File: config.mk
export PLATFORM = sky130hd
export DESIGN_NAME = dws_dual_wiper_slave
export DESIGN_NICKNAME = d
export VERILOG_FILES = /design/src/pkg/dws_pkg.sv /design/src/logic/dws_dual_wiper_slave.sv /design/src/logic/dws_tap_decoder.sv
export SDC_FILE = /design/constraint.sdc
export NUM_CORES = 1
export LEC_CHECK = 0
export BUFFER_PORTS_ARGS = -buffer_cell sky130_fd_sc_hd__buf_2
export CORE_MARGIN = 10
export CORE_UTILIZATION = 51
export CTS_BUF_LIST = sky130_fd_sc_hd__clkbuf_8
export CTS_CLUSTER_SIZE = 10
export DETAILED_ROUTE_END_ITERATION = 10
export PLACE_DENSITY_LB_ADDON = 0.3
export RECOVER_POWER = 100
export SYNTH_ARGS = -nofsm -noshare
export SYNTH_HDL_FRONTEND = slang
export SYNTH_SLANG_ARGS = --single-unit
File: constraint.sdc
create_clock -name CLOCK_I -period 5.2 [get_ports CLOCK_I]
set_input_delay 0.78 -clock CLOCK_I [delete_from_list [all_inputs] [get_ports CLOCK_I]]
set_output_delay 0.78 -clock CLOCK_I [all_outputs]
set_load 0.05 [all_outputs]
File: src/pkg/dws_pkg.sv
package dws_pkg;

   localparam int          CLK_PERIOD_NS      = 20;
   localparam int          WIPER_LATENCY_US   = 10;
   // longest time: rounds down
   localparam int          WIPER_LATENCY_CYC  = (WIPER_LATENCY_US * 1000) / CLK_PERIOD_NS;
   localparam int          POWERUP_DELAY_MS   = 1;
   localparam int          POWERUP_DELAY_CYC  = (POWERUP_DELAY_MS * 1000000) / CLK_PERIOD_NS;

   localparam int          WIPER_W            = 8;
   localparam int          NUM_TAPS           = 256;
   localparam logic [7:0]  WIPER_RESET        = 8'h80;
   localparam logic [7:0]  WIPER_MAX          = 8'hff;
   localparam logic [7:0]  WIPER_MIN          = 8'h00;

   // device type nibble; value is arbitrary
   localparam logic [3:0]  DEV_TYPE_DEFAULT   = 4'h6;

   // opcode and function bits, bits 7..1 of the instruction byte
   localparam logic [6:0]  OP_READ            = 7'h48;
   localparam logic [6:0]  OP_WRITE           = 7'h50;
   localparam logic [6:0]  OP_INCDEC          = 7'h10;

   localparam logic [3:0]  ACK_SLOT           = 4'h8;
   localparam logic [3:0]  BIT_CNT_RESET      = 4'h0;

   typedef enum logic [7:0] {
      ST_IDLE   = 8'h01,
      ST_ADDR   = 8'h02,
      ST_INSTR  = 8'h04,
      ST_WDATA  = 8'h08,
      ST_RDATA  = 8'h10,
      ST_INCDEC = 8'h20,
      ST_WAIT   = 8'h40
   } dws_state_t;

   typedef enum logic [1:0] {
      OPK_NONE   = 2'h0,
      OPK_READ   = 2'h1,
      OPK_WRITE  = 2'h2,
      OPK_INCDEC = 2'h3
   } dws_op_t;

   typedef struct packed {
      logic start;
      logic stop;
      logic scl_rise;
      logic scl_fall;
      logic sda;
   } dws_bus_evt_t;

   typedef struct packed {
      dws_op_t op;
      logic    pot_sel;
   } dws_instr_t;

   // opcode plus function bits must match exactly, else no operation
   function automatic dws_instr_t dws_decode_instr(input logic [7:0] b);
      dws_instr_t r;
      r.pot_sel = b[0];
      if (b[7:1] == OP_READ) begin
         r.op = OPK_READ;
      end else if (b[7:1] == OP_WRITE) begin
         r.op = OPK_WRITE;
      end else if (b[7:1] == OP_INCDEC) begin
         r.op = OPK_INCDEC;
      end else begin
         r.op = OPK_NONE;
      end
      return r;
   endfunction : dws_decode_instr

   // one step with saturation at both ends
   function automatic logic [7:0] dws_step(input logic [7:0] w, input logic up);
      logic [7:0] r;
      r = w;
      if (up && (w != WIPER_MAX)) begin
         r = w + 8'h01;
      end else if (!up && (w != WIPER_MIN)) begin
         r = w - 8'h01;
      end
      return r;
   endfunction : dws_step

endpackage : dws_pkg

File: src/logic/dws_dual_wiper_slave.sv
`timescale 1ns/10ps
`default_nettype none
module dws_dual_wiper_slave #(
   parameter logic [3:0] DEVICE_TYPE = dws_pkg::DEV_TYPE_DEFAULT
) (
   input  wire logic                      CLOCK_I,
   input  wire logic                      RESETN_I,
   input  wire logic                      SCL_I,
   input  wire logic                      SDA_I,
   output var  logic                      SDA_O,
   output var  logic                      SDA_OE_O,
   input  wire logic [3:0]                ADDR_STRAP_I,
   output var  logic [dws_pkg::WIPER_W-1:0] WIPER_POS0_O,
   output var  logic [dws_pkg::WIPER_W-1:0] WIPER_POS1_O,
   output var  logic [dws_pkg::NUM_TAPS-1:0] TAP_SEL0_O,
   output var  logic [dws_pkg::NUM_TAPS-1:0] TAP_SEL1_O
);
   import dws_pkg::*;

   logic [1:0]        scl_sync;
   logic [1:0]        sda_sync;
   logic [3:0]        strap_meta;
   logic [3:0]        strap;
   logic              scl_last;
   logic              sda_last;
   dws_bus_evt_t      evt;

   dws_state_t        state;
   dws_state_t        pend_state;
   logic [3:0]        bit_cnt;
   logic              ack_phase;
   logic              master_ack;
   logic [7:0]        shreg;
   logic [7:0]        rd_byte;
   logic              pot_sel;
   logic [7:0]        wiper [2];
   logic              wr_strobe;
   logic              step_strobe;
   logic              step_up;
   dws_instr_t        instr;
   logic              byte_end;
   logic              ack_end;

   // address byte hit: type nibble and strapped nibble must both match
   function automatic logic addr_hit(input logic [7:0] b, input logic [3:0] s);
      return (b[7:4] == DEVICE_TYPE) && (b[3:0] == s);
   endfunction : addr_hit

   // two-stage synchronisers; only stage 1 reads stage 0
   // the strap pins share them; they are static in use, so no handshake
   always_ff @(posedge CLOCK_I or negedge RESETN_I) begin
      if (!RESETN_I) begin
         scl_sync   <= 2'h3;
         sda_sync   <= 2'h3;
         strap_meta <= 4'h0;
         strap      <= 4'h0;
      end else begin
         scl_sync   <= {scl_sync[0], SCL_I};
         sda_sync   <= {sda_sync[0], SDA_I};
         strap_meta <= ADDR_STRAP_I;
         strap      <= strap_meta;
      end
   end

   // delayed copies for edge finding, idle bus reads high
   // idle-high reset values keep a false start or stop away after reset
   always_ff @(posedge CLOCK_I or negedge RESETN_I) begin
      if (!RESETN_I) begin
         scl_last <= 1'b1;
         sda_last <= 1'b1;
      end else begin
         scl_last <= scl_sync[1];
         sda_last <= sda_sync[1];
      end
   end

   // bus events; data edges while clock stays high are start and stop
   // both lines see the same sync depth, so their order is kept; no clock
   // stretching, so the master must give four clocks per bus half period
   always_comb begin
      evt.sda      = sda_sync[1];
      evt.scl_rise = scl_sync[1] & ~scl_last;
      evt.scl_fall = ~scl_sync[1] & scl_last;
      evt.start    = scl_sync[1] & scl_last & sda_last & ~sda_sync[1];
      evt.stop     = scl_sync[1] & scl_last & ~sda_last & sda_sync[1];
   end

   assign instr = dws_decode_instr(shreg);

   // byte framing strobes: the fall after the eighth rise opens the ack
   // slot, the fall after the ninth rise closes it
   assign byte_end = evt.scl_fall && !ack_phase && (bit_cnt == ACK_SLOT);
   assign ack_end  = evt.scl_fall && ack_phase;

   // bit counter; counts the rising clock edges of the eight data bits
   always_ff @(posedge CLOCK_I or negedge RESETN_I) begin
      if (!RESETN_I) begin
         bit_cnt <= BIT_CNT_RESET;
      end else if (evt.start || evt.stop) begin
         bit_cnt <= BIT_CNT_RESET;
      end else if (state == ST_IDLE || state == ST_WAIT || state == ST_INCDEC) begin
         bit_cnt <= BIT_CNT_RESET;
      end else if (evt.scl_rise && !ack_phase && bit_cnt != ACK_SLOT) begin
         bit_cnt <= bit_cnt + 4'h1;
      end else if (ack_end) begin
         bit_cnt <= BIT_CNT_RESET;
      end
   end

   // ack phase spans the ninth clock of every framed byte
   always_ff @(posedge CLOCK_I or negedge RESETN_I) begin
      if (!RESETN_I) begin
         ack_phase <= 1'b0;
      end else if (evt.start || evt.stop) begin
         ack_phase <= 1'b0;
      end else if (state == ST_IDLE || state == ST_WAIT || state == ST_INCDEC) begin
         ack_phase <= 1'b0;
      end else if (byte_end) begin
         ack_phase <= 1'b1;
      end else if (ack_end) begin
         ack_phase <= 1'b0;
      end
   end

   // shift in received bits msb first on rising clock
   // address, instruction and write data share the one shift register
   always_ff @(posedge CLOCK_I or negedge RESETN_I) begin
      if (!RESETN_I) begin
         shreg <= 8'h00;
      end else if (evt.scl_rise && !ack_phase && bit_cnt != ACK_SLOT &&
                   (state == ST_ADDR || state == ST_INSTR || state == ST_WDATA)) begin
         shreg <= {shreg[6:0], evt.sda};
      end
   end

   // master acknowledge sampled on the ninth clock of a read byte
   // held for the decision at the fall that closes the ack slot
   always_ff @(posedge CLOCK_I or negedge RESETN_I) begin
      if (!RESETN_I) begin
         master_ack <= 1'b0;
      end else if (evt.scl_rise && ack_phase && state == ST_RDATA) begin
         master_ack <= ~evt.sda;
      end
   end

   // command sequencer; start restarts from anywhere, stop always ends
   always_ff @(posedge CLOCK_I or negedge RESETN_I) begin
      if (!RESETN_I) begin
         state <= ST_IDLE;
      end else if (evt.start) begin
         state <= ST_ADDR;
      end else if (evt.stop) begin
         state <= ST_IDLE;
      end else if (ack_end) begin
         // a refused read byte parks the sequencer until the next start or stop
         if (state == ST_RDATA && !master_ack) begin
            state <= ST_WAIT;
         end else begin
            state <= pend_state;
         end
      end
   end

   // next phase chosen as the ack slot opens, taken when it closes; this
   // keeps the ack decision and the phase change tied to the same byte
   always_ff @(posedge CLOCK_I or negedge RESETN_I) begin
      if (!RESETN_I) begin
         pend_state <= ST_IDLE;
      end else if (byte_end) begin
         unique case (state)
            ST_ADDR: begin
               if (addr_hit(shreg, strap)) begin
                  pend_state <= ST_INSTR;
               end else begin
                  pend_state <= ST_WAIT;
               end
            end
            ST_INSTR: begin
               unique case (instr.op)
                  OPK_READ:   pend_state <= ST_RDATA;
                  OPK_WRITE:  pend_state <= ST_WDATA;
                  OPK_INCDEC: pend_state <= ST_INCDEC;
                  OPK_NONE:   pend_state <= ST_WAIT;
               endcase
            end
            ST_WDATA:  pend_state <= ST_WDATA;
            ST_RDATA:  pend_state <= ST_RDATA;
            ST_IDLE, ST_INCDEC, ST_WAIT: pend_state <= state;
         endcase
      end
   end

   // pot select latched with the instruction, held through the command
   always_ff @(posedge CLOCK_I or negedge RESETN_I) begin
      if (!RESETN_I) begin
         pot_sel <= 1'b0;
      end else if (byte_end && state == ST_INSTR) begin
         pot_sel <= instr.pot_sel;
      end
   end

   // open-drain data pin: ack slots and read bits pull low, else released
   always_ff @(posedge CLOCK_I or negedge RESETN_I) begin
      if (!RESETN_I) begin
         SDA_OE_O <= 1'b0;
      end else if (evt.start || evt.stop) begin
         SDA_OE_O <= 1'b0;
      end else if (evt.scl_fall && !ack_phase && bit_cnt == ACK_SLOT) begin
         // rejected address and unknown instruction get no ack
         unique case (state)
            ST_ADDR:  SDA_OE_O <= addr_hit(shreg, strap);
            ST_INSTR: SDA_OE_O <= (instr.op != OPK_NONE);
            ST_WDATA: SDA_OE_O <= 1'b1;
            ST_RDATA: SDA_OE_O <= 1'b0;
            ST_IDLE, ST_INCDEC, ST_WAIT: SDA_OE_O <= 1'b0;
         endcase
      end else if (evt.scl_fall && ack_phase) begin
         // a read byte starts after the instruction ack or after a master ack, else the line is freed
         if (pend_state == ST_RDATA && (state != ST_RDATA || master_ack)) begin
            SDA_OE_O <= ~rd_byte[7];
         end else begin
            SDA_OE_O <= 1'b0;
         end
      end else if (evt.scl_fall && state == ST_RDATA && bit_cnt != ACK_SLOT) begin
         // after the first rise this picks bit 6, down to bit 0
         SDA_OE_O <= ~rd_byte[~bit_cnt[2:0]];
      end
   end

   // pin level when driven is always low
   // kept as a flop so that every output leaves a register
   always_ff @(posedge CLOCK_I or negedge RESETN_I) begin
      if (!RESETN_I) begin
         SDA_O <= 1'b0;
      end else begin
         SDA_O <= 1'b0;
      end
   end

   // read byte captured on the clock rise inside the instruction ack, and again per byte
   // a fresh copy per byte, so a change between bytes is seen
   always_ff @(posedge CLOCK_I or negedge RESETN_I) begin
      if (!RESETN_I) begin
         rd_byte <= 8'h00;
      end else if (evt.scl_rise && ack_phase &&
                   (pend_state == ST_RDATA || state == ST_RDATA)) begin
         rd_byte <= wiper[pot_sel];
      end
   end

   // write at the fall that opens the data ack, step on each clock rise
   // the write lands before the master sees the ack, so a stop is safe
   assign wr_strobe   = evt.scl_fall && !ack_phase && bit_cnt == ACK_SLOT &&
                        state == ST_WDATA;
   assign step_strobe = evt.scl_rise && state == ST_INCDEC;
   assign step_up     = evt.sda;

   // wiper registers; updated in a couple of cycles, far inside the latency
   // bound; a stop in step mode follows one extra low-data step, as on a pin
   always_ff @(posedge CLOCK_I or negedge RESETN_I) begin
      if (!RESETN_I) begin
         wiper[0] <= WIPER_RESET;
         wiper[1] <= WIPER_RESET;
      end else if (wr_strobe) begin
         wiper[pot_sel] <= shreg;
      end else if (step_strobe) begin
         wiper[pot_sel] <= dws_step(wiper[pot_sel], step_up);
      end
   end

   // position outputs straight from the registers
   // one cycle behind the wiper, far inside the update latency bound
   always_ff @(posedge CLOCK_I or negedge RESETN_I) begin
      if (!RESETN_I) begin
         WIPER_POS0_O <= WIPER_RESET;
         WIPER_POS1_O <= WIPER_RESET;
      end else begin
         WIPER_POS0_O <= wiper[0];
         WIPER_POS1_O <= wiper[1];
      end
   end

   // one-hot tap selects, one decoder per pot
   // registered, so taps move in the same cycle as the position outputs
   dws_tap_decoder #(
      .WIDTH (WIPER_W),
      .TAPS  (NUM_TAPS)
   ) u_tap0 (
      .clk_i   (CLOCK_I),
      .rst_n_i (RESETN_I),
      .pos_i   (wiper[0]),
      .tap_o   (TAP_SEL0_O)
   );

   dws_tap_decoder #(
      .WIDTH (WIPER_W),
      .TAPS  (NUM_TAPS)
   ) u_tap1 (
      .clk_i   (CLOCK_I),
      .rst_n_i (RESETN_I),
      .pos_i   (wiper[1]),
      .tap_o   (TAP_SEL1_O)
   );

endmodule : dws_dual_wiper_slave
`default_nettype wire

File: src/logic/dws_tap_decoder.sv
`timescale 1ns/10ps
`default_nettype none
module dws_tap_decoder #(
   parameter int WIDTH = 8,
   parameter int TAPS  = 256
) (
   input  wire logic             clk_i,
   input  wire logic             rst_n_i,
   input  wire logic [WIDTH-1:0] pos_i,
   output var  logic [TAPS-1:0]  tap_o
);
   import dws_pkg::*;

   // registered one-hot tap select; reset state is the midspan tap
   always_ff @(posedge clk_i or negedge rst_n_i) begin
      if (!rst_n_i) begin
         tap_o <= TAPS'(1) << WIPER_RESET;
      end else begin
         tap_o <= TAPS'(1) << pos_i;
      end
   end

endmodule : dws_tap_decoder
`default_nettype wire

# Word level (Yosys, flattened, before mapping)
# Cells that the tools add are included.
# Widths: inputs -> output; s select.
[totals] inputBits=8 wordCells=143 ff_bits=598 output_inout_bits=530
[classes] n_lt_le_gt_ge=3 add_sub_neg=3 shifts=2 n_reduce_logical=40 n_mux=39 eq_ne=20 n_bitwise=15
[op_table] cell="$shl 1x8->256 const A" n=2
[op_table] cell="$mux 8" n=12
[op_table] cell="$pmux 8 s5" n=1
[op_table] cell="$bwmux 16" n=2
[op_table] cell="$mux 16" n=2
[op_table] cell="$pmux 8 s4" n=1
[op_table] cell="$logic_and 1x1->1" n=20
[op_table] cell="$eq 8x5->1 const B" n=2
[op_table] cell="$mux 4" n=4
[op_table] cell="$eq 7x7->1 const B" n=2
[op_table] cell="$reduce_bool 4->1" n=3
[op_table] cell="$mux 1" n=10
[op_table] cell="$add 8x1->8 const B" n=1
[op_table] cell="$demux 8 s1" n=1
[op_table] cell="$eq 8x1->1 const B" n=1
[op_table] cell="$eq 8x2->1 const B" n=1
[op_table] cell="$eq 8x3->1 const B" n=1
[op_table] cell="$eq 8x4->1 const B" n=1
[op_table] cell="$eq 8x6->1 const B" n=1
[op_table] cell="$eq 8x7->1 const B" n=1
[op_table] cell="$ne 8x5->1 const B" n=1
[op_table] cell="$ne 8x8->1 const B" n=1
[op_table] cell="$reduce_bool 8->1" n=1
[op_table] cell="$sub 8x1->8 const B" n=1
[op_table] cell="other kinds (26)" n=49

# Longest topological paths before layout
# Gate-level depths: netlist of run 1.
[depth] word_depth=13 depth_mapped=12 ltp_nobuf=9

# Cells and area by module
# A second synthesis of run 1 with hierarchy kept.
[unflattened] cells_unflattened=1668 hier_area_um2=21030.2
[by_module_without_submodules] module="dws_tap_decoder" cells_per_inst=640 instances=2 area_per_inst_um2=8444.3
[by_module_without_submodules] module="dws_dual_wiper_slave" cells_per_inst=388 instances=1 area_per_inst_um2=4141.5

# Worst setup path before layout of run 1
# Ideal clock, no wire load.
[synth_timing] path_kind="register to register" from="register pot_sel" to="register wiper[7] (netlist name)" path_slack_ps=2219 period_less_slack_ps=2981 required_ps=5136 stages_incl_launch_ff=13 arrival_ps=2917 path_cell_list="dfrtp_1 -> buf_6 -> buf_6 -> buf_2 -> mux2i_1 -> inv_1 -> ha_1 -> and4b_1 -> or2_1 -> a2111oi_2 -> o22ai_1 -> or4_1 -> nand3_1"
[synth_via] elab_chain_len=13
[synth_lines] item="start: declaration" line="dws_dual_wiper_slave.sv:35" rtl="logic pot_sel;"
[synth_lines] item="start signal: assignment" line="dws_dual_wiper_slave.sv:198" rtl="pot_sel <= instr.pot_sel;"
[synth_lines] item="$not 1->2 (not written as such) *" line="dws_dual_wiper_slave.sv:265, dws_dual_wiper_slave.sv:267"
[synth_lines] item="parallel branches: the longest is 11 deep, another holds $sub 8x1->8"
[synth_lines] item="$mux 16 *" line="dws_dual_wiper_slave.sv:264" rtl="end else if (wr_strobe) begin"
[synth_lines] item="end signal: indexed assignment" line="dws_dual_wiper_slave.sv:265" rtl="wiper[pot_sel] <= shreg;"
[synth_lines] item="end signal: indexed assignment" line="dws_dual_wiper_slave.sv:267" rtl="wiper[pot_sel] <= dws_step(wiper[pot_sel], step_up);"
[synth_lines] item="end: declaration" line="dws_dual_wiper_slave.sv:36" rtl="logic [7:0] wiper [2];"
# Every way passes the cells marked *. The select of a mux whose other input is x is not followed.
# A chain may end at the register's enable or synchronous reset.

==> results of run 1 <==
==> layout make-up <==
class / count / area [um2] / area share, %
Multi-Input combinational cell: 937 / 4510 / 18.6
Clock buffer: 116 / 1600 / 6.59
Inverter: 10 / 37.5 / 0.155
Tap cell: 518 / 648 / 2.68
Sequential cell: 598 / 15000 / 61.9
Clock inverter: 45 / 283 / 1.17
Timing Repair Buffer: 546 / 2150 / 8.89
==> synthesized netlist by cell type (12+ instances only) <==
cell      number
a21oi_1       22
clkbuf_1      63
dfrtp_1      584
dfstp_2       14
mux2_2        15
mux2i_1       13
nand2_1      122
nand3_1       21
nor2_1       541
nor2b_1       19
nor3_1        25
o21ai_0       19
o31ai_1       12
==> metrics by stage <==
| step | setup WS [ps] | power [W] | cells | hold slack, ps |
|---|---|---|---|---|
| 2_1_floorplan | 2220 | 0.00492 | 1626 | 331 |
| 3_3_place_gp | 2070 | 0.00505 | 2609 | 333 |
| 3_5_place_dp | 2040 | 0.00507 | 2609 | 339 |
| 4_1_cts | 2030 | 0.00896 | 2770 | 192 |
| 5_1_grt | 898 | 0.00921 | 2770 | 212 |
| 6_report | 1490 | 0.00890 | 2770 | 249 |
==> final timing paths <==
path	from	end	slack, ps	cells after the start
setup / recovery	RESETN_I	u_tap1.tap_o[231]	1490	2
hold / removal	SDA_I	sda_sync[0]	250	1
setup reg to reg	pot_sel	wiper[3]	1770	8
hold reg to reg	strap_meta[3]	strap[3]	340	0
max in group CLOCK_I	pot_sel	wiper[3]	1770	8
min in group asynchronous	RESETN_I	u_tap0.tap_o[20]	1180	1
==> power by group through the flow <==
stage	Combinational [W]	Sequential (W)	Clock (W)
after CTS	0.000221	0.00476	0.00398
after global placement	0.000212	0.00484	0
final	0.000214	0.00477	0.00392
after floorplan	0.0000934	0.00483	0
after global routing	0.000247	0.00477	0.00419
after detailed placement	0.000220	0.00485	0
==> metal layers <==
| layer | vias to the layer above | wire [um] |
|---|---|---|
| met1 | 7409 | 25300 |
| li1 | 6311 | - |
| met4 | 0 | 3080 |
| met5 | - | 0 |
| met3 | 145 | 5140 |
| met2 | 654 | 32500 |
==> registers in the layout, summed over array words and instances, names as in the netlist <==
signal        count
u_tap1.tap_o    256
strap             4
pend_state        8
wiper            16
WIPER_POS0_O      8
strap_meta        4
bit_cnt           4
sda_sync          2
scl_sync          2
rd_byte           8
u_tap0.tap_o    256
WIPER_POS1_O      8
scl_last          1
sda_last          1
pot_sel           1
master_ack        1
SDA_OE_O          1
state             8
shreg             8
ack_phase         1
==> kinds of logic (layout without fill, tap and decap cells) <==
| logic type | Yosys count | in the layout | synth area share, % |
|---|---|---|---|
| AOI/OAI and AO/OA | 85 | 85 | 2.99 |
| xor gates and xnor gates | 9 | 9 | 0.396 |
| adders and majority gates | 5 | 5 | 0.314 |
| buffers and inverters | 91 | 717 | 1.98 |
| DFF | 598 | 598 | 75.2 |
| muxes | 32 | 32 | 1.95 |
| other | 1 | 1 | 0.0188 |
| and+or+nand+nor | 805 | 805 | 17.2 |
==> results.sh, run 1 <==
export IMPL_cp_start_kind="input port"
export IMPL_status="finished, violations left"
export IMPL_grt_first_pass_wirelength_mm=97.0
export IMPL_crit_chain="clkbuf_2, clkbuf_2"
export IMPL_globalplace_congestion=0.885
export IMPL_grt_max_degree=125
export IMPL_final_nets=2199
export IMPL_min_delay_path_class="input port to flop"
export IMPL_drive_gt1_share_pct=8.39
export IMPL_grt_overflow=0
export IMPL_antenna_found_initial=0
export IMPL_rsz0062_at_grt="false"
export IMPL_pwr_share_comb_pct=2.4
export IMPL_final_area_mm2=0.0242
export IMPL_drtPass1Iterations=5
export IMPL_fin_util_pct=62.6
export IMPL_period_share_pct=71.4
export IMPL_ys_types=72
export IMPL_portBuffers=536
export IMPL_fp_dieW_um=218
export IMPL_postPlaceCellArea_mm2=0.0230
export IMPL_dieArea_mm2=0.0474
export IMPL_skew_ps=37.2
export IMPL_pwr_share_seq_pct=53.5
export IMPL_root_buffer="clkbuf_8"
export IMPL_end_kind="asynchronous set/reset pin"
export IMPL_period_minus_slack_ps=3710
export IMPL_synth_seq_cells=598
export IMPL_critPathKind="input port to asynchronous set/reset pin"
export IMPL_numCtsBuffers=93
export IMPL_vdd_ir_drop_max_mv=0.237
export IMPL_crit_slowest_cell="clkbuf_2"
export IMPL_busiest_layer="met2"
export IMPL_powerDensity_mw_per_mm2=368
export IMPL_cp_num_buf_inv=2
export IMPL_path_common_cell="clkbuf_2"
export IMPL_synthArstFlopShare_pct=100
export IMPL_grtUsageTotal_pct=27.1
export IMPL_grt_pass1_vias=14843
export IMPL_cap_violations=1
export IMPL_p_switching_w=0.00198
export IMPL_n_fill_cell=3259
export IMPL_power_leakage_nw=11.3
export IMPL_drt_first_iter_violations=1260
export IMPL_critical_path_max_fanout=124
export IMPL_postCtsSetupBuffers=0
export IMPL_cts_tree="done"
export IMPL_ctsHoldBuffers=0
export IMPL_synth_area_leaders="dfrtp_1 73%, nor2_1 10%, nand2_1 2.3%"
export IMPL_synth_edf_count=0
export IMPL_vias=14519
export IMPL_synth_top_area_share_pct=73.3
export IMPL_syn_inst=1626
export IMPL_ys_flop_type="dfrtp_1"
export IMPL_slew_viol_final=120
export IMPL_synth_nets=1639
export IMPL_post_drt_wl_per_cell_um=23.8
export IMPL_final_antenna_net_count=0
export IMPL_core_mm2=0.0386
export IMPL_die_h_um=218
export IMPL_clk_latency_ps=660
export IMPL_pin_count=538
export IMPL_worstPathArrival_ps=4280
export IMPL_antenna_cells=0
export IMPL_fin_tns_setup_ps=0
export IMPL_dp_hpwl_mm=47.4
export IMPL_setup_violations=0
export IMPL_p_clk_share_pct=44.1
export IMPL_htree_num_levels=3
export IMPL_violations="capacitance limit, slew limit"
export IMPL_synthesis_area_mm2=0.0199
export IMPL_clockBufferDepth=3
export IMPL_cp_slowest_stage_delay_ps=2190
export IMPL_intPower_w=0.00692
export IMPL_hold_viol=0
export IMPL_routed_wl_mm=66.0
export IMPL_final_common_cell="dfrtp_1"
export IMPL_grtUsageMet1_pct=33.0
export IMPL_timing_slew_headroom_pct=-113
export IMPL_use_met3_pct=7.09
export IMPL_yosysSeqAreaShare_pct=75.2
export IMPL_tightestPinTransition_ps=3190
export IMPL_max_clock_freq_mhz=269
export IMPL_netSwitchingFraction_pct=22.3
export IMPL_cts_resized=0
export IMPL_start_util_pct=51.6
export IMPL_ys_warn_count=0
export IMPL_yosys_area_top_type="dfrtp_1"
export IMPL_worstPathRequired_ps=5770
export IMPL_final_cell_mix="584 x dfrtp_1, 541 x nor2_1, 530 x clkbuf_1"
export IMPL_critPathTopFamily="buffers and inverters"
export IMPL_use_met2_pct=44.7
export IMPL_cts_sinks=598
export IMPL_syn_avg_cell_area_um2=12.3
export IMPL_vias_per_cell=5.24
export IMPL_area_growth_pct=21.5
export IMPL_drc=0
export IMPL_rows=72
export IMPL_path_clk_slew_ps=60
Note: power is estimated with default switching activity, not from simulation.
==> run 2: changes to the inputs <==
--- a/config.mk
+++ b/config.mk
@@ -7,7 +7,7 @@
 export LEC_CHECK = 0
 export BUFFER_PORTS_ARGS = -buffer_cell sky130_fd_sc_hd__buf_2
 export CORE_MARGIN = 10
-export CORE_UTILIZATION = 51
+export CORE_UTILIZATION = 49
 export CTS_BUF_LIST = sky130_fd_sc_hd__clkbuf_8
 export CTS_CLUSTER_SIZE = 10
 export DETAILED_ROUTE_END_ITERATION = 10
==> constraint.sdc (replaced) <==
create_clock -name CLOCK_I -period 3.1 [get_ports CLOCK_I]
set_input_delay 0.465 -clock CLOCK_I [delete_from_list [all_inputs] [get_ports CLOCK_I]]
set_output_delay 0.465 -clock CLOCK_I [all_outputs]
set_load 0.05 [all_outputs]
==> results.sh, run 2 (synthesis gave the netlist of run 1 again) <==
export IMPL_postCtsSetupBuffers=0
export IMPL_area_growth_pct=23.1
export IMPL_vias=14778
export IMPL_cp_start_kind="flop"
export IMPL_cts_sinks=598
export IMPL_violations="capacitance limit, slew limit"
export IMPL_vdd_ir_drop_max_mv=0.497
export IMPL_slew_viol_final=81
export IMPL_period_minus_slack_ps=2940
export IMPL_worstPathArrival_ps=3460
export IMPL_setup_slack_ps=158
export IMPL_skew_ps=22.1
export IMPL_dp_hpwl_mm=48.8
export IMPL_tightestPinTransition_ps=2330
export IMPL_cap_violations=1
export IMPL_max_clock_freq_mhz=340
export IMPL_routed_wl_mm=66.9
export IMPL_start_util_pct=49.8
export IMPL_globalplace_congestion=0.895
export IMPL_grtUsageTotal_pct=26.5
export IMPL_numCtsBuffers=92
export IMPL_fin_tns_setup_ps=0
export IMPL_grt_pass1_vias=15161
export IMPL_antenna_found_initial=0
export IMPL_hold_viol=0
export IMPL_clk_latency_ps=650
export IMPL_drtPass1Iterations=6
export IMPL_timing_slew_headroom_pct=-55.3
export IMPL_powerDensity_mw_per_mm2=613
export IMPL_pin_count=538
export IMPL_critical_path_max_fanout=5
export IMPL_n_fill_cell=3448
export IMPL_min_delay_path_class="flop to flop"
export IMPL_grt_first_pass_wirelength_mm=99.8
export IMPL_crit_chain="mux2i_1, ha_1, or4b_1, o221ai_4, nor3_1, o21ai_0, nor3b_1, o31ai_1"
export IMPL_dieArea_mm2=0.0491
export IMPL_root_buffer="clkbuf_8"
export IMPL_clockBufferDepth=3
export IMPL_antenna_cells=0
export IMPL_status="finished, violations left"
export IMPL_final_antenna_net_count=0
export IMPL_cp_slowest_stage_delay_ps=520
export IMPL_post_drt_wl_per_cell_um=23.7
export IMPL_path_clk_slew_ps=60
export IMPL_crit_slowest_cell="or4b_1"
export IMPL_htree_num_levels=3
export IMPL_power_leakage_nw=11.5
export IMPL_end_kind="flop"
export IMPL_cts_tree="done"
export IMPL_final_nets=2235
export IMPL_reg_top3="u_tap0.tap_o (256), u_tap1.tap_o (256), wiper (16)"
export IMPL_final_common_cell="dfrtp_1"
export IMPL_fp_dieW_um=222
export IMPL_busiest_layer="met2"
export IMPL_setup_violations=0
export IMPL_critPathKind="flop to flop"
export IMPL_rows=73
export IMPL_final_cell_mix="584 x dfrtp_1, 542 x clkbuf_1, 541 x nor2_1"
export IMPL_portBuffers=536
export IMPL_grt_max_degree=85
export IMPL_grtUsageMet1_pct=32.6
export IMPL_use_met2_pct=44.6
export IMPL_drive_gt1_share_pct=9.19
export IMPL_vias_per_cell=5.24
export IMPL_drc=0
export IMPL_period_share_pct=94.9
export IMPL_dp_slack_ps=261
export IMPL_rsz0062_at_grt="false"
export IMPL_grt_overflow=0
export IMPL_drt_first_iter_violations=1437
export IMPL_worstPathRequired_ps=3610
export IMPL_use_met3_pct=6.17
export IMPL_core_mm2=0.0400
export IMPL_die_h_um=222
[run 2: final timing paths]
path / start / depth (start not counted) / endpoint / slack [ps]
worst max-delay path: pot_sel / 8 / wiper[5] / 160
worst min-delay path: strap_meta[2] / 0 / strap[2] / 350
worst max register to register: pot_sel / 8 / wiper[5] / 160
worst min register to register: strap_meta[2] / 0 / strap[2] / 350
max in group asynchronous: RESETN_I / 4 / sda_sync[0] / 350
min in group asynchronous: RESETN_I / 2 / u_tap0.tap_o[201] / 1010
[run 2: area by class of cell]
cell class	instances	area (um2)	share of cell area, %
timing repair buffer	583	2380	9.72
tap	525	657	2.68
sequential	598	15000	61.1
inverter	10	37.5	0.153
multi-input combinational	937	4530	18.5
clock inverter	47	284	1.16
clock buffer	120	1650	6.74
[run 2: routing by layer]
layer	vias up	routed length, um	part of all wire (%)
li1	6392	-	-
met1	7524	25700	38
met4	0	2520	3.8
met5	-	0	0
met2	723	33400	50
met3	139	5300	7.9
[run 2: what timing repair did]
| item | 4_1_cts | 5_1_grt |
|---|---|---|
| hold buffers | 7 | 0 |
| hold endpoints to repair | 77 | 0 |
| resized for setup | 0 | 0 |
[run 2: worst max-delay path: cells and delay by family (launching register included)]
family                   cells  cell delay [ps]
AND/OR/NAND/NOR              3              960
AO/OA/AOI/OAI                3              620
adder cells (fa/ha/maj)      1              320
multiplexers                 1              490
flip-flops                   1              390
[run 2: power breakdown]
part	switching, W	leakage [nW]	internal [W]
clock network	0.00302	1.10	0.00365
registers	0.000111	8.26	0.00788
logic	0.000246	2.11	0.000123
total	0.00338	11.5	0.0117
[run 2: through the flow]
stage	power [W]	cell area, um2	cells	utilization (%)	hold slack (ps)
6_report	0.0150	24500	2820	61.3	348
3_3_place_gp	0.00850	23300	2646	58.3	334
4_1_cts	0.0152	25300	2820	63.3	345
5_1_grt	0.0156	24500	2820	61.3	358
3_5_place_dp	0.00852	23300	2646	58.3	336
2_1_floorplan	0.00825	19900	1626	-	169
==> run 3: changes to the inputs <==
--- a/config.mk
+++ b/config.mk
@@ -6,8 +6,10 @@
 export NUM_CORES = 1
 export LEC_CHECK = 0
 export BUFFER_PORTS_ARGS = -buffer_cell sky130_fd_sc_hd__buf_2
+export CELL_PAD_IN_SITES_DETAIL_PLACEMENT = 2
+export CELL_PAD_IN_SITES_GLOBAL_PLACEMENT = 2
 export CORE_MARGIN = 10
-export CORE_UTILIZATION = 49
+export CORE_UTILIZATION = 31
 export CTS_BUF_LIST = sky130_fd_sc_hd__clkbuf_8
 export CTS_CLUSTER_SIZE = 10
 export DETAILED_ROUTE_END_ITERATION = 10
==> results.sh, run 3 (synthesis gave the netlist of run 1 again) <==
export IMPL_status="finished, violations left"
export IMPL_violations="capacitance limit, slew limit"
export IMPL_drive_gt1_share_pct=9.13
export IMPL_worstPathRequired_ps=3710
export IMPL_fin_tns_setup_ps=0
export IMPL_post_drt_wl_per_cell_um=26.1
export IMPL_min_delay_path_class="flop to flop"
export IMPL_intPower_w=0.0120
export IMPL_max_clock_freq_mhz=351
export IMPL_htree_num_levels=3
export IMPL_final_nets=2252
export IMPL_dp_hpwl_mm=60.8
export IMPL_dieArea_mm2=0.0748
export IMPL_end_kind="flop"
export IMPL_reg_top3="u_tap0.tap_o (256), u_tap1.tap_o (256), wiper (16)"
export IMPL_pwr_share_seq_pct=51.1
export IMPL_path_clk_slew_ps=60
export IMPL_numCtsBuffers=100
export IMPL_p_switching_w=0.00369
export IMPL_grt_max_degree=89
export IMPL_pwr_share_comb_pct=2.3
export IMPL_root_buffer="clkbuf_8"
export IMPL_r2r_start="pot_sel"
export IMPL_rows=92
export IMPL_powerDensity_mw_per_mm2=624
export IMPL_core_mm2=0.0633
export IMPL_area_growth_pct=25.8
export IMPL_final_common_cell="dfrtp_1"
export IMPL_cp_start_kind="flop"
export IMPL_slew_viol_final=211
export IMPL_final_cells=3170
export IMPL_globalplace_congestion=0.853
export IMPL_drc=0
export IMPL_grt_pass1_vias=17107
export IMPL_clockBufferDepth=3
export IMPL_n_fill_cell=6876
export IMPL_cts_sinks=598
export IMPL_hp_start="strap_meta[2]"
export IMPL_final_antenna_net_count=0
export IMPL_vdd_ir_drop_max_mv=0.338
export IMPL_grt_first_pass_wirelength_mm=120
export IMPL_worstPathArrival_ps=3470
export IMPL_drt_first_iter_violations=787
export IMPL_critical_path_max_fanout=5
export IMPL_die_h_um=274
export IMPL_final_cell_mix="584 x dfrtp_1, 559 x clkbuf_1, 541 x nor2_1"
export IMPL_cap_violations=3
export IMPL_pin_count=538
export IMPL_timing_slew_headroom_pct=-14.6
export IMPL_period_share_pct=92.0
export IMPL_clk_latency_ps=700
export IMPL_vias=14942
export IMPL_hold_viol=0
export IMPL_setup_violations=0
export IMPL_regToRegSetupSlack_ps=250
export IMPL_rsz0062_at_grt="false"
export IMPL_tightestPinTransition_ps=1720
export IMPL_cts_tree="done"
export IMPL_fp_dieW_um=274
export IMPL_critPathKind="flop to flop"
export IMPL_grtUsageTotal_pct=21.6
export IMPL_antenna_found_initial=1
export IMPL_p_clk_share_pct=46.5
export IMPL_portBuffers=536
export IMPL_period_minus_slack_ps=2850
export IMPL_start_util_pct=31.5
export IMPL_vias_per_cell=4.71
export IMPL_dpl_cell_count=2976
export IMPL_grt_overflow=0
export IMPL_drtPass1Iterations=4
export IMPL_routed_wl_mm=82.9
export IMPL_skew_ps=42.3
export IMPL_netSwitchingFraction_pct=23.6
export IMPL_critPathLaunch="pot_sel"
export IMPL_power_leakage_nw=11.6
## run 3: final timing paths
| check | to | depth (start not counted) |
|---|---|---|
| worst max-delay path | wiper[15] | 8 |
| worst min-delay path | strap[2] | 0 |
| worst max register to register | wiper[15] | 8 |
| worst min register to register | strap[2] | 0 |
| max in group asynchronous | u_tap0.tap_o[66] | 3 |
| min in group asynchronous | u_tap1.tap_o[20] | 2 |
## run 3: worst max-delay path, cell delays in order (launching register included)
cell      delay [ps]
dfrtp_1          400
mux2i_1          440
ha_1             320
or4b_1           500
o221ai_2         340
nor2_1           140
o22ai_1          310
mux2i_1          220
nand2_1           80
## run 3: what timing repair did
item                                   in CTS  in global routing
resized for setup                           0                  0
endpoints found under the hold margin      76                  0
setup buffers                               0                  0
hold buffers                                7                  0
## run 3: cell type report
cell class              count  area (um2)  share of cell area, %
multi-input cells         937        4520                   18.0
well taps                 846        1060                   4.22
inverters                  10        37.5                  0.150
diodes                      2        5.00                 0.0200
repair buffers            592        2340                   9.34
clock inverters            58         373                   1.49
flip-flops and latches    598       15000                   59.8
clock buffers             127        1750                   6.97
## run 3: metal layers
metal / part of all wire, % / up-vias / GRT usage (%) / routed length (um)
met1: 39 / 7895 / 24.3 / 32500
met2: 50 / 453 / 38.1 / 41800
li1: - / 6433 / - / -
met4: 4.3 / 0 / 8.91 / 3540
met5: 0 / - / 0 / 0
met3: 6.1 / 161 / 5.87 / 5060
## run 3: metrics by stage
step                      utilization [%]  hold slack [ps]  setup slack, ps  total power, W  cell area, um2
after floorplan                         -              169              119         0.00825           19900
after global placement               37.5              338              384         0.00851           23800
after detailed placement             37.5              348              302         0.00854           23800
after CTS                            41.0              334              283          0.0159           26000
after global routing                 39.6              359             36.0          0.0163           25100
final                                39.6              347              248          0.0156           25100
## run 3: power by group through the flow
| stage | logic [W] | clock network (W) | registers [W] |
|---|---|---|---|
| 2_1_floorplan | 0.000157 | 0 | 0.00809 |
| 3_3_place_gp | 0.000378 | 0 | 0.00813 |
| 3_5_place_dp | 0.000401 | 0 | 0.00814 |
| 4_1_cts | 0.000410 | 0.00748 | 0.00800 |
| 5_1_grt | 0.000426 | 0.00788 | 0.00801 |
| 6_report | 0.000367 | 0.00728 | 0.00800 |
